`src/spb_port_regs.vh`:
```
`ifndef SPB_PORT_REGS_VH
`define SPB_PORT_REGS_VH

////////////////////////////////////////////////////////////////////////////////
// register offsets on the plain register port
`define SPB_OFF_DATA      8'h08
`define SPB_OFF_PINS      8'h09
`define SPB_OFF_IRQ_FLAGS 8'h0c
`define SPB_OFF_IRQ_CLEAR 8'h0d
`define SPB_OFF_DATA_DIR  8'h88
`define SPB_OFF_CTRL      8'h89
`define SPB_OFF_IRQ_EN    8'h8c
`define SPB_OFF_ANALOG    8'h9f

////////////////////////////////////////////////////////////////////////////////
// slave_control_status field positions
`define SPB_CTRL_INPUT_FULL  7
`define SPB_CTRL_OUTPUT_FULL 6
`define SPB_CTRL_OVERFLOW    5
`define SPB_CTRL_ENABLE      4

// slave_port_irq_flag / slave_port_irq_enable position
`define SPB_IRQ_BIT 7

////////////////////////////////////////////////////////////////////////////////
// reset values
`define SPB_RST_CTRL_DIR 3'h7
`define SPB_RST_IRQ_EN   8'h00
`define SPB_RST_ANALOG   3'h0
`define SPB_RST_DATA_DIR 8'hff
`define SPB_RST_LATCH    8'h00

// pin config value that makes the strobe pins digital inputs
`define SPB_STROBE_DIGITAL 3'h7

////////////////////////////////////////////////////////////////////////////////
// four-phase instruction clock, one phase per system clock
`define SPB_PHASE_ONE   2'h0
`define SPB_PHASE_TWO   2'h1
`define SPB_PHASE_THREE 2'h2
`define SPB_PHASE_FOUR  2'h3

`endif

```
`src/spb_port.v`:
```
`timescale 1ns/1ps
`default_nettype none
`include "spb_port_regs.vh"

////////////////////////////////////////////////////////////////////////////////
module spb_port (
  input  wire       i_sys_clk,    // 25 MHz system clock
  input  wire       i_reset_n,    // async reset, active low
  input  wire [7:0] i_addr,       // register address
  input  wire [7:0] i_wdata,      // register write data
  input  wire       i_wr,         // register write strobe
  input  wire       i_rd,         // register read strobe
  output reg  [7:0] o_rdata,      // read data, cycle after i_rd
  input  wire [7:0] i_data_pin,   // data pin levels
  output reg  [7:0] o_data_pin,   // data pin drive values
  output reg  [7:0] o_data_oe_n,  // data pin enables, low drives
  input  wire       i_rd_n,       // read strobe pin, active low
  input  wire       i_wr_n,       // write strobe pin, active low
  input  wire       i_cs_n,       // chip select pin, active low
  output reg        o_irq         // level interrupt request
);

  localparam [2:0] ST_IDLE  = 3'h0;
  localparam [2:0] ST_WRITE = 3'h1;
  localparam [2:0] ST_READ  = 3'h2;
  localparam [2:0] ST_WAIT2 = 3'h3;
  localparam [2:0] ST_WAIT4 = 3'h4;

  ////////////////////////////////////////////////////////////////////////////
  // reset release
  reg rst_meta;
  reg rst_n;

  // assert at once, release through two flops
  always @(posedge i_sys_clk or negedge i_reset_n) begin
    if (!i_reset_n) begin
      rst_meta <= 1'b0;
      rst_n    <= 1'b0;
    end else begin
      rst_meta <= 1'b1;
      rst_n    <= rst_meta;
    end
  end

  ////////////////////////////////////////////////////////////////////////////
  // strobe synchronisers
  wire [2:0] strobe_sync;
  wire       rd_s;
  wire       wr_s;
  wire       cs_s;

  spb_sync u_sync (
    .i_sys_clk (i_sys_clk),
    .i_rst_n   (rst_n),
    .i_async   ({i_cs_n, i_wr_n, i_rd_n}),
    .o_sync    (strobe_sync)
  );

  assign rd_s = strobe_sync[0];
  assign wr_s = strobe_sync[1];
  assign cs_s = strobe_sync[2];

  ////////////////////////////////////////////////////////////////////////////
  // register state
  reg [7:0] out_latch;
  reg [7:0] in_latch;
  reg [7:0] data_dir;
  reg       input_full_flag;
  reg       output_full_flag;
  reg       input_overflow_flag;
  reg       slave_port_enable;
  reg [2:0] strobe_dir;
  reg [2:0] analog_pin_cfg_bits;
  reg       slave_port_irq_flag;
  reg [7:0] irq_enables;
  reg [1:0] phase;
  reg [2:0] state;
  reg       was_write;

  ////////////////////////////////////////////////////////////////////////////
  // decode
  wire strobes_ok;
  wire selected;
  wire ext_wr_low;
  wire ext_rd_low;
  wire cpu_wr_data;
  wire cpu_rd_data;
  wire end_event;

  // strobe pins count only as digital inputs
  assign strobes_ok = slave_port_enable
                    & (strobe_dir == `SPB_STROBE_DIGITAL)
                    & (analog_pin_cfg_bits == `SPB_STROBE_DIGITAL);
  assign selected   = strobes_ok & ~cs_s;
  assign ext_wr_low = selected & ~wr_s;
  assign ext_rd_low = selected & ~rd_s;

  assign cpu_wr_data = i_wr & (i_addr == `SPB_OFF_DATA);
  assign cpu_rd_data = i_rd & (i_addr == `SPB_OFF_DATA);

  // completion lands on phase four of the instruction clock
  assign end_event = (state == ST_WAIT4) & (phase == `SPB_PHASE_FOUR);

  ////////////////////////////////////////////////////////////////////////////
  // four-phase instruction clock, free running
  always @(posedge i_sys_clk or negedge rst_n) begin
    if (!rst_n) begin
      phase <= `SPB_PHASE_ONE;
    end else begin
      phase <= phase + 2'h1;
    end
  end

  ////////////////////////////////////////////////////////////////////////////
  // external access sequencer
  reg [2:0] next_state;
  reg       next_was_write;

  // write wins if a broken master lowers both strobes
  always @* begin
    next_state     = state;
    next_was_write = was_write;
    case (state)
      ST_IDLE: begin
        if (ext_wr_low) begin
          next_state = ST_WRITE;
        end else if (ext_rd_low) begin
          next_state = ST_READ;
        end
      end
      ST_WRITE: begin
        if (!ext_wr_low) begin
          next_state     = ST_WAIT2;
          next_was_write = 1'b1;
        end
      end
      ST_READ: begin
        if (!ext_rd_low) begin
          next_state     = ST_WAIT2;
          next_was_write = 1'b0;
        end
      end
      ST_WAIT2: begin
        if (phase == `SPB_PHASE_TWO) begin
          next_state = ST_WAIT4;
        end
      end
      ST_WAIT4: begin
        if (phase == `SPB_PHASE_FOUR) begin
          next_state = ST_IDLE;
        end
      end
      default: begin
        next_state = ST_IDLE;
      end
    endcase
    // leaving slave mode abandons any access in flight
    if (!slave_port_enable) begin
      next_state = ST_IDLE;
    end
  end

  always @(posedge i_sys_clk or negedge rst_n) begin
    if (!rst_n) begin
      state     <= ST_IDLE;
      was_write <= 1'b0;
    end else begin
      state     <= next_state;
      was_write <= next_was_write;
    end
  end

  ////////////////////////////////////////////////////////////////////////////
  // data latches
  // incoming byte follows the pins until the write strobe rises
  always @(posedge i_sys_clk or negedge rst_n) begin
    if (!rst_n) begin
      in_latch  <= `SPB_RST_LATCH;
      out_latch <= `SPB_RST_LATCH;
    end else begin
      if (state == ST_WRITE && ext_wr_low) begin
        in_latch <= i_data_pin;
      end
      if (cpu_wr_data) begin
        out_latch <= i_wdata;
      end
    end
  end

  ////////////////////////////////////////////////////////////////////////////
  // control and status flags; hardware sets follow the software writes so they win, but the disable clear comes last and wins over them
  wire ctrl_wr;
  assign ctrl_wr = i_wr & (i_addr == `SPB_OFF_CTRL);

  always @(posedge i_sys_clk or negedge rst_n) begin
    if (!rst_n) begin
      slave_port_enable   <= 1'b0;
      strobe_dir          <= `SPB_RST_CTRL_DIR;
      input_full_flag     <= 1'b0;
      output_full_flag    <= 1'b0;
      input_overflow_flag <= 1'b0;
    end else begin
      if (ctrl_wr) begin
        slave_port_enable   <= i_wdata[`SPB_CTRL_ENABLE];
        strobe_dir          <= i_wdata[2:0];
        input_overflow_flag <= i_wdata[`SPB_CTRL_OVERFLOW];
      end
      if (cpu_rd_data) begin
        input_full_flag <= 1'b0;
      end
      if (state == ST_IDLE && ext_rd_low && !ext_wr_low) begin
        output_full_flag <= 1'b0;
      end
      if (cpu_wr_data) begin
        output_full_flag <= 1'b1;
      end
      if (end_event && was_write) begin
        input_full_flag <= 1'b1;
      end
      // a second write against an unread byte
      if (state == ST_IDLE && ext_wr_low && input_full_flag) begin
        input_overflow_flag <= 1'b1;
      end
      // overflow is deliberately left alone here
      if (!slave_port_enable) begin
        input_full_flag  <= 1'b0;
        output_full_flag <= 1'b0;
      end
    end
  end

  ////////////////////////////////////////////////////////////////////////////
  // other software registers
  wire irq_clr;
  assign irq_clr = i_wr & (i_addr == `SPB_OFF_IRQ_CLEAR);

  always @(posedge i_sys_clk or negedge rst_n) begin
    if (!rst_n) begin
      analog_pin_cfg_bits <= `SPB_RST_ANALOG;
      irq_enables         <= `SPB_RST_IRQ_EN;
      data_dir            <= `SPB_RST_DATA_DIR;
    end else begin
      if (i_wr && i_addr == `SPB_OFF_ANALOG) begin
        analog_pin_cfg_bits <= i_wdata[2:0];
      end
      if (i_wr && i_addr == `SPB_OFF_IRQ_EN) begin
        irq_enables <= i_wdata;
      end
      if (i_wr && i_addr == `SPB_OFF_DATA_DIR) begin
        data_dir <= i_wdata;
      end
    end
  end

  ////////////////////////////////////////////////////////////////////////////
  // sticky interrupt flag, write one to the clear register to drop it
  always @(posedge i_sys_clk or negedge rst_n) begin
    if (!rst_n) begin
      slave_port_irq_flag <= 1'b0;
    end else begin
      if (irq_clr && i_wdata[`SPB_IRQ_BIT]) begin
        slave_port_irq_flag <= 1'b0;
      end
      if (end_event) begin
        slave_port_irq_flag <= 1'b1;
      end
    end
  end

  // level request, only while enabled
  always @(posedge i_sys_clk or negedge rst_n) begin
    if (!rst_n) begin
      o_irq <= 1'b0;
    end else begin
      o_irq <= slave_port_irq_flag & irq_enables[`SPB_IRQ_BIT];
    end
  end

  ////////////////////////////////////////////////////////////////////////////
  // data pin drive
  reg [7:0] next_pin;
  reg [7:0] next_oe_n;

  // slave mode: only a selected read drives, direction register unused
  always @* begin
    next_pin  = out_latch;
    next_oe_n = 8'hff;
    if (slave_port_enable) begin
      if (state == ST_READ && ext_rd_low) begin
        next_oe_n = 8'h00;
      end
    end else begin
      next_oe_n = data_dir;
    end
  end

  always @(posedge i_sys_clk or negedge rst_n) begin
    if (!rst_n) begin
      o_data_pin  <= `SPB_RST_LATCH;
      o_data_oe_n <= 8'hff;
    end else begin
      o_data_pin  <= next_pin;
      o_data_oe_n <= next_oe_n;
    end
  end

  ////////////////////////////////////////////////////////////////////////////
  // register read port
  reg [7:0] next_rdata;

  // analog-selected strobe pins read as zero
  always @* begin
    next_rdata = 8'h00;
    case (i_addr)
      `SPB_OFF_DATA: begin
        next_rdata = slave_port_enable ? in_latch : i_data_pin;
      end
      `SPB_OFF_PINS: begin
        if (analog_pin_cfg_bits == `SPB_STROBE_DIGITAL) begin
          next_rdata = {5'h00, cs_s, wr_s, rd_s};
        end
      end
      `SPB_OFF_IRQ_FLAGS: begin
        next_rdata = {slave_port_irq_flag, 7'h00};
      end
      `SPB_OFF_DATA_DIR: begin
        next_rdata = data_dir;
      end
      `SPB_OFF_CTRL: begin
        next_rdata = {input_full_flag, output_full_flag, input_overflow_flag,
                      slave_port_enable, 1'b0, strobe_dir};
      end
      `SPB_OFF_IRQ_EN: begin
        next_rdata = irq_enables;
      end
      `SPB_OFF_ANALOG: begin
        next_rdata = {5'h00, analog_pin_cfg_bits};
      end
      default: begin
        next_rdata = 8'h00;
      end
    endcase
  end

  // data holds for one cycle only, zero otherwise
  always @(posedge i_sys_clk or negedge rst_n) begin
    if (!rst_n) begin
      o_rdata <= 8'h00;
    end else begin
      o_rdata <= i_rd ? next_rdata : 8'h00;
    end
  end

endmodule

`default_nettype wire

```
`src/spb_sync.v`:
```
`timescale 1ns/1ps
`default_nettype none

////////////////////////////////////////////////////////////////////////////////
// two-flop synchroniser, one pair per bit; idles high like the strobes
module spb_sync (
  input  wire       i_sys_clk,  // system clock
  input  wire       i_rst_n,    // synchronised reset, active low
  input  wire [2:0] i_async,    // asynchronous levels
  output wire [2:0] o_sync      // synchronised levels
);

  reg [2:0] meta;
  reg [2:0] stable;

  genvar g;
  generate
    for (g = 0; g < 3; g = g + 1) begin : g_bit
      // first flop feeds only the second
      always @(posedge i_sys_clk or negedge i_rst_n) begin
        if (!i_rst_n) begin
          meta[g]   <= 1'b1;
          stable[g] <= 1'b1;
        end else begin
          meta[g]   <= i_async[g];
          stable[g] <= meta[g];
        end
      end
    end
  endgenerate

  assign o_sync = stable;

endmodule

`default_nettype wire

```
`config.mk`:
```
export PLATFORM = sky130hd
export DESIGN_NAME = spb_port
export DESIGN_NICKNAME = d
export VERILOG_FILES = /design/src/spb_port.v /design/src/spb_sync.v
export VERILOG_INCLUDE_DIRS = /design/src
export SDC_FILE = /design/constraint.sdc
export NUM_CORES = 1
export LEC_CHECK = 0
export BUFFER_PORTS_ARGS = -buffer_cell sky130_fd_sc_hd__buf_2
export CORE_MARGIN = 2
export CORE_UTILIZATION = 56
export CTS_CLUSTER_DIAMETER = 200
export DETAILED_ROUTE_END_ITERATION = 10
export PLACE_DENSITY = 0.79
export SLEW_MARGIN = 5
export SYNTH_ARGS = -nofsm -noshare
export SYNTH_HDL_FRONTEND = slang
export SYNTH_SLANG_ARGS = --single-unit
```
`constraint.sdc`:
```
create_clock -name i_sys_clk -period 2.9 [get_ports i_sys_clk]
set_input_delay 0 -clock i_sys_clk [delete_from_list [all_inputs] [get_ports i_sys_clk]]
set_output_delay 0 -clock i_sys_clk [all_outputs]
set_load 0.005 [all_outputs]
```
=== Yosys cells after proc, flatten, opt, wreduce, memory -nomap -nowiden ===
Index checks and enable logic that the tools add are counted.

* Register bits after elaboration: 82
* Input port bits: 31
* Output and inout port bits: 25

* $add $sub $neg: 1
* Equal/unequal tests: 25
* Multiplexer cells: 27
* Bitwise gates (word level): 14
* Reduce and logical (&&, ||, !) cells: 18

{| class="wikitable"
|+ Operators with widths
! operator !! number
|-
| 8-bit one-hot mux with 7 select lines || 1
|-
| 8-bit by 4-bit == test with 1-bit output, second input constant || 4
|-
| 8-bit == test, second input constant || 4
|-
| 8-bit two-way mux || 4
|-
| 3-bit two-way mux || 8
|-
| 3-bit one-hot mux with 5 select lines || 1
|-
| 1-bit two-way mux || 12
|-
| 1-bit AND || 11
|-
| 1-bit logical AND || 11
|-
| 3-bit == test, second input constant || 3
|-
| 3-bit inequality test, second input constant || 3
|-
| 3-bit by 2-bit == test with 1-bit output, second input constant || 2
|-
| 3-bit by 1-bit inequality test with 1-bit output, second input constant || 2
|-
| 2-bit nonzero test || 3
|-
| 5-bit AND reduction || 1
|-
| 2-bit inequality test, second input constant || 2
|-
| 4-bit inequality test, second input constant || 1
|-
| 3-bit by 1-bit == test with 1-bit output, second input constant || 1
|-
| 3-bit logical NOT || 1
|-
| 3-bit by 2-bit inequality test with 1-bit output, second input constant || 1
|-
| 1-bit inverter || 3
|-
| 3-bit AND reduction || 1
|-
| 2-bit by 1-bit adder with 2-bit output, second input constant || 1
|-
| 2-bit by 1-bit == test with 1-bit output, second input constant || 1
|-
| 3 further kinds || 3
|}

=== Logic depth before layout (Yosys ltp) ===
Gate-level depths: netlist (run 1).

* Depth after elaboration: 10
* Gate-level depth with buffers: 6
* Gate-level depth less buffers: 6

=== Hierarchy ===
From an unflattened synthesis (run 1), not the netlist that was laid out.

* Cells, all modules: 298
* Area total of the unflattened synthesis: 3,626.0 um^2

{| class="wikitable"
|+ Modules (own cells, without submodules)
! module !! instances !! cells an instance !! area an instance (um^2) !! seq. area each (um^2)
|-
| spb_port || 1 || 292 || 3,468.3 || 1,925.6
|-
| spb_sync || 1 || 6 || 157.7 || 157.7
|}

=== Worst setup path after synthesis (run 1) ===
No wires, ideal clock.

* Kind: register to register
* Start: reg strobe_dir[2]
* End: reg in_latch[0]
* Data arrival time: 1.714 ns
* Data required time: 2.775 ns
* Slack: 1.061 ns
* Cell stages (with the launch flop): 5
* Buffers on the path: 0
* Clock period less this slack: 1.839 ns
* Path through: dfstp_2 > nand2b_1 > or3_1 > nor2_2 > mux2_2

* Longest elaborated chain between the ends: 6

{| class="wikitable"
|+ Ends and longest elaborated chain
! item !! line !! RTL
|-
| start, declared || spb_port.v:72 || <nowiki>reg [2:0] strobe_dir;</nowiki>
|-
| start signal, assigned || spb_port.v:198 || <nowiki>strobe_dir <= `SPB_RST_CTRL_DIR;</nowiki>
|-
| start signal, assigned || spb_port.v:205 || <nowiki>strobe_dir <= i_wdata[2:0];</nowiki>
|-
| 3-bit == test (no source line) || n/a ||
|-
| 1-bit AND (2 in a row) || spb_port.v:91 || <nowiki>assign strobes_ok = slave_port_enable</nowiki>
|-
| 1-bit AND || spb_port.v:94 || <nowiki>assign selected = strobes_ok & ~cs_s;</nowiki>
|-
| 1-bit AND || spb_port.v:95 || <nowiki>assign ext_wr_low = selected & ~wr_s;</nowiki>
|-
| 1-bit logical AND || spb_port.v:181 || <nowiki>if (state == ST_WRITE && ext_wr_low) begin</nowiki>
|-
| end signal, assigned || spb_port.v:178 || <nowiki>in_latch <= `SPB_RST_LATCH;</nowiki>
|-
| end signal, assigned || spb_port.v:182 || <nowiki>in_latch <= i_data_pin;</nowiki>
|-
| end, declared || spb_port.v:66 || <nowiki>reg [7:0] in_latch;</nowiki>
|}

No other way between the ends.
A chain may end at the register's enable or synchronous reset.

=== Worst setup path after layout (run 1) ===
* Start: reg strobe_dir[2]
* End: reg in_latch[2]

The elaborated chain is that of the path after synthesis.

==> run metrics, run 1 <==
cell area after synthesis=0.00361 sq mm; antenna violations before repair=0; Routed WL per cell=17.4 um; syn nets=316; sequential power share=57.4%; Root Driver=clkbuf_8; fill cell count=475; combinational power share=7.5%; crit path cell chain=nand2b_1 -> or3_1 -> nor2_2 -> mux2_2; CTS Buf Count=9; Synth top area share=39.5%; die footprint=0.00711 sq mm; Non-Filler Instances=442; critical path required time=3.15 ns; worst-case clock buffer depth=2; Min Hold Slack=0.0418 ns; Netlist cell types=62; antenna-violating nets left=0; GRT overflow=0; fin crit period=2.04 ns; largest net degree at the start of global routing=81; Initial DRC Count=234; post-synth top area cell=dfrtp_1; FMAX=489 MHz; Sw Ratio=24.3%; crit-path max cell delay=0.55 ns; gr usage total=23.5%; # setup viols final=0; Worst path slowest cell=dfstp_2; # H-tree levels=3; Rel. slew slack=34.7%; # diodes=0; post-CTS sizing=0; Top delay family on crit path=simple AND/OR/NAND/NOR gates; Startpoint Class=register; Worst-Skew Late Latency=0.37 ns; RSZ-0062 raised after global routing=no; CTS tree=built; Async SR Flop Fraction=100%; Placed Instances=403; io pins=56; peak supply drop=0.000337 V; chip height=84.3 um; Mapped Cells=283; portion of total power attributed to the clock network=35.1%; outcome=finished, final reports clean; CP Max Fanout=8; top cells by area, synth=dfrtp_1 (39%), dfstp_2 (18%), mux2_2 (13%), mux2i_1 (1.9%), nor2_1 (1.9%); final hold viol count=0; Port-buffer cells=55; post-synthesis register bit count=82; period utilization=70.5%; Fin Setup TNS=0 ns; Die W=84.3 um; Syn Area/Cell=12.8 sq um; DRT Wirelength=7.69 mm; total power per unit cell area=500 mW/mm^2; Hold Crit Class=input pin to register; sequential area share after synthesis=57.7%; maxcap violations=0; Core ar.=0.00628 sq mm; Nets=393; Most used DFF post-synth=dfrtp_1; RePlAce Congestion=0.883; arrival time worst endpoint=2.29 ns; Remaining DRCs=0; CTS sink count=82; Synth Warn #=0; number of synthesized flops with an enable pin=0; vias in the first global route=2654; final slew viol count=0; Area Growth Syn to Fin=20.3%; Clock Skew=0.00926 ns; first-pass GRT wire length=12.9 mm; leakage=2.01 nW; nature of the critical path endpoint=register; CP bufs+invs=0; Post-DP HPWL=5.34 mm; clock-pin slew on the worst setup and hold paths=0.08 ns; vias=2582; initial core utilization=57.5%; share of layout cells above drive strength 1=42.5%; Least-Margin Pin Slew=0.980 ns; Pint=1.64 mW; critical path class=register to register; site row count=29; Pre-antenna DRT Iters=4; Switch Pwr=0.527 mW; Vias per Instance=5.84
cell type report:
cell class,count,area (sq um),share of cell area (%)
Timing Repair Buffer,81,528,12.2
Multi-Input combinational cell,175,1410,32.4
Sequential cell,82,2090,48.0
Tap cell,77,96.3,2.22
Clock inverter,4,27.5,0.634
Inverter,11,41.3,0.950
Clock buffer,12,155,3.57
final timing paths:
| kind | from | end | slack [ns] | cells after the start |
|---|---|---|---|---|
| min in group asynchronous | i_reset_n | rst_n$_DFF_PN0_ | 0.47 | 3 |
| max in group asynchronous | rst_n$_DFF_PN0_ | irq_enables[5]$_DFFE_PN0P_ | 1.77 | 0 |
| max reg2reg | strobe_dir[2]$_DFFE_PN1P_ | in_latch[2]$_DFFE_PN0P_ | 0.86 | 4 |
| max | strobe_dir[2]$_DFFE_PN1P_ | in_latch[2]$_DFFE_PN0P_ | 0.86 | 4 |
| min reg2reg | u_sync.meta[1]$_DFF_PN1_ | u_sync.o_sync[1]$_DFF_PN1_ | 0.35 | 0 |
| min | i_addr[3] | o_rdata[6]$_DFF_PN0_ | 0.04 | 3 |
state kept, by name, summed over array words and instances, names as in the netlist, 3 cells and up:
register             flops
u_sync.meta              3
analog_pin_cfg_bits      3
o_data_oe_n              8
o_data_pin               8
next_pin                 8
state                    3
u_sync.o_sync            3
strobe_dir               3
in_latch                 8
o_rdata                  8
data_dir                 8
irq_enables              8
Yosys cell counts, types with 5 or more instances:
| cell | count |
|---|---|
| a21oi_1 | 12 |
| buf_2 | 5 |
| clkbuf_1 | 5 |
| dfrtp_1 | 57 |
| dfstp_2 | 25 |
| inv_1 | 11 |
| mux2_2 | 42 |
| mux2i_1 | 7 |
| nand2_1 | 15 |
| nand3_1 | 5 |
| nor2_1 | 18 |
logic make-up (layout without fill, tap and decap cells):
family          after synthesis  in the layout  synth area share, %
compound gates               41             41                 8.69
other cells                   1              1                0.104
flops                        82             82                 57.7
mux                          50             50                 15.7
buf+inv                      26            108                 3.33
fa+ha+maj                     2              2                0.693
simple gates                 81             81                 13.9
tightest hold or removal path: stages:
cell	delay, ns
buf_2	0.16
o211ai_1	0.12
a21oi_1	0.08
metal layers:
layer | part of all wire (%) | GRT usage, % | up-vias
met5 | 0 | 0 | -
met4 | 2.6 | 11.3 | 0
met3 | 5.9 | 4.82 | 17
met2 | 51 | 38.3 | 90
met1 | 41 | 30.3 | 1297
li1 | - | - | 1178
power by group through the flow:
stage                     Sequential, mW  Combinational [mW]  Clock [mW]
after global routing                1.26               0.178       0.819
after floorplan                     1.26              0.0761           0
final                               1.25               0.162       0.762
after detailed placement            1.27               0.138           0
after global placement              1.27               0.134           0
after CTS                           1.25               0.162       0.767
per-stage QoR:
stage	setup WS (ns)	utilization, %	power, mW	instance area [sq um]
final	0.856	69.2	2.17	4340
after global routing	0.769	69.2	2.25	4340
after CTS	0.850	69.2	2.18	4340
after detailed placement	0.865	62.6	1.41	3930
after global placement	0.938	62.6	1.40	3930
after floorplan	0.491	-	1.33	3610
cell usage in the layout, fill, tap and decap left out, types with 2 or more instances in the layout:
master / n
dfrtp_1: 56
buf_2: 55
mux2_2: 42
dfstp_2: 25
dlygate4sd3_1: 23
nor2_1: 18
nand2_1: 15
a21oi_1: 12
inv_1: 11
clkbuf_8: 11
mux2i_1: 7
nand3_1: 5
nand2b_1: 4
nor3_1: 4
and3_1: 4
nor4_1: 4
nand4_1: 4
a211oi_1: 3
o2bb2ai_1: 3
a222oi_1: 3
clkinvlp_4: 3
buf_4: 3
nor2b_1: 2
or4_1: 2
o211ai_1: 2
or3b_2: 2
a31oi_1: 2
o21ai_0: 2
o21a_1: 2
o31ai_1: 2
ha_1: 2
what timing repair did:
action                                 4_1_cts  5_1_grt
endpoints found under the hold margin       48        0
setup endpoints to repair                    0        0
buffers inserted                             0        0
hold buffers                                23        0
Note: power is estimated with default switching activity, not from simulation.
==> run 2, diff against run 1 <==
Clock period 2.9 ns to 2 ns, I/O delays scaled along.
==> run 2 against run 1 <==
Effect of this change: routed wire length shrank 0.49%; sequential cell count unchanged; worst setup slack lost 0.76 ns; clock power is 64% higher; combinational power increased by 58%; register-to-register slack worse by 0.76 ns; total power rose by 52%; utilization grew 1.3 points; critical path depth unchanged; sequential power rose by 43%; critical path type unchanged.
==> run metrics, run 2 (synthesized netlist as in run 1, its figures left out) <==
outcome=finished, final reports clean; Port-buffer cells=55 (unchanged); Startpoint Class=register; vias in the first global route=2601 (-2.0%); largest net degree at the start of global routing=44 (-46%); met1 Usage GRT=32.0% (+1.7 points); leakage=2.06 nW (+2.5%); Placed Instances=408 (+1.2%); Sw Ratio=25.0% (+0.71 points); met2 GRT Util=36.0% (-2.3 points); Critical R2R Launch=state[2]$_DFFE_PN0P_; Least-Margin Pin Slew=0.605 ns (-0.375 ns); Post-DP HPWL=5.42 mm (+1.5%); arrival time worst endpoint=2.17 ns (-0.12 ns); Hold Crit Class=input pin to register; CTS Buf Count=9 (unchanged); portion of total power attributed to the clock network=37.9% (+2.8 points); GR peak layer=met2; critical path required time=2.26 ns (-0.89 ns); fill cell count=444 (-6.5%); final slew viol count=0 (unchanged); sequential power share=54.4% (-3.0 points); total power per unit cell area=745 mW/mm^2 (+49%); GRT overflow=0 (unchanged); initial core utilization=57.5% (unchanged); Initial DRC Count=196 (-16%); chip height=84.3 um (unchanged); DRT Wirelength=7.65 mm (-0.49%); CTS sink count=82 (unchanged); Remaining DRCs=0 (unchanged); period utilization=95.3% (+25 points); Worst R2R Setup Slack=0.09 ns (-0.76 ns); Finished Core Util=70.5% (+1.3 points); Final WS setup=0.0944 ns (-0.761 ns); RSZ-0062 raised after global routing=no; fin crit period=1.91 ns (-0.139 ns); Fin Setup TNS=0 ns (unchanged); FMAX=525 MHz (+7.3%); final hold viol count=0 (unchanged); gr usage total=23.3% (-0.21 points); share of layout cells above drive strength 1=44.1% (+1.6 points); Root Driver=clkbuf_8; # H-tree levels=3 (unchanged); io pins=56 (unchanged); Worst-Skew Late Latency=0.36 ns (about the same); RePlAce Congestion=0.979 (+11%); Rel. slew slack=59.4% (+25 points); first-pass GRT wire length=12.7 mm (-1.2%); critical path class=register to register; Area Growth Syn to Fin=22.5%; Non-Filler Instances=447 (+1.1%); nature of the critical path endpoint=register; Core ar.=0.00628 sq mm (unchanged); antenna violations before repair=0 (unchanged); Nets=398 (+1.3%); antenna-violating nets left=0 (unchanged); site row count=29 (unchanged); Clock Skew=0.0125 ns (+0.00326 ns); peak supply drop=0.000569 V (+69%); met3 usage=4.52% (-0.29 points); r2r worst-path depth=4 (unchanged); dpl ws=0.0868 ns (-0.778 ns); Hold Path Stages=2 (-1); combinational power share=7.8% (+0.3 points); hold endpoint=o_rdata[3]$_DFF_PN0_; Reg-to-Reg End=state[1]$_DFFE_PN0P_; Vias per Instance=5.81 (-0.51%); CP Max Fanout=9 (+1); Switch Pwr=0.823 mW (+56%); Routed WL per cell=17.1 um (-1.6%); clock-pin slew on the worst setup and hold paths=0.09 ns (about the same); # diodes=0 (unchanged); # setup viols final=0 (unchanged); CTS tree=built; Min Hold Slack=0.0587 ns (+0.0168 ns); die footprint=0.00711 sq mm (unchanged); Pre-antenna DRT Iters=5 (+1); commonest non-fill, non-tap cells in the layout=dfrtp_1 (55), buf_2 (55), mux2_2 (42), dfstp_2 (25), dlygate4sd3_1 (23); worst-case clock buffer depth=2 (unchanged); maxcap violations=0 (unchanged); Die W=84.3 um (unchanged); Hold Crit Start=i_addr[3]; vias=2598 (+0.62%); Pint=2.47 mW (+50%)
run 2: how the worst max path moves through the flow:
stage / slack (ns) / to / depth (start not counted) / from
finish: 0.09 / state[1]$_DFFE_PN0P_ / 4 / state[2]$_DFFE_PN0P_
global route: 0.03 / state[1]$_DFFE_PN0P_ / 4 / state[1]$_DFFE_PN0P_
CTS: 0.07 / state[1]$_DFFE_PN0P_ / 4 / state[2]$_DFFE_PN0P_
detailed placement: 0.09 / state[1]$_DFFE_PN0P_ / 4 / state[2]$_DFFE_PN0P_
global placement: 0.17 / in_latch[6]$_DFFE_PN0P_ / 5 / strobe_dir[2]$_DFFE_PN1P_
floorplan: 0.16 / in_latch[0]$_DFFE_PN0P_ / 4 / strobe_dir[2]$_DFFE_PN1P_
run 2: layout make-up:
type / instances / area, sq um / share of cell area [%]
Inverter: 11 / 41.3 / 0.933
Clock inverter: 7 / 83.8 / 1.89
Sequential cell: 82 / 2090 / 47.2
Multi-Input combinational cell: 175 / 1410 / 31.9
Clock buffer: 9 / 124 / 2.80
Timing Repair Buffer: 86 / 578 / 13.1
Tap cell: 77 / 96.3 / 2.18
run 2: metal layers:
metal,share of wire [%],wire length (um)
met5,0,0
met4,3.2,245
met3,5.4,412
met2,49,3730
met1,43,3260
run 2: metrics by stage:
step	cell area, sq um	total power [mW]
CTS	4420	3.33
detailed placement	3980	2.05
global placement	3980	2.04
global route	4420	3.44
finish	4420	3.30
floorplan	3610	1.93
run 2: worst max-delay path: stages (launching register included):
cell	delay, ns
dfrtp_2	0.46
or4b_4	0.57
a2111oi_4	0.45
nor3_1	0.14
a221oi_2	0.19
run 2: what timing repair did:
| item | 4_1_cts | 5_1_grt |
|---|---|---|
| gates resized for setup | 0 | 2 |
| endpoints found under the hold margin | 48 | 0 |
| setup buffers | 0 | 0 |
| setup endpoints to repair | 0 | 1 |
| hold buffers | 23 | 0 |
run 2: power groups by stage:
stage	logic (mW)	registers (mW)	clock network, mW
4_1_cts	0.256	1.79	1.28
2_1_floorplan	0.110	1.82	0
3_5_place_dp	0.221	1.83	0
3_3_place_gp	0.216	1.82	0
5_1_grt	0.280	1.81	1.36
6_report	0.256	1.79	1.25
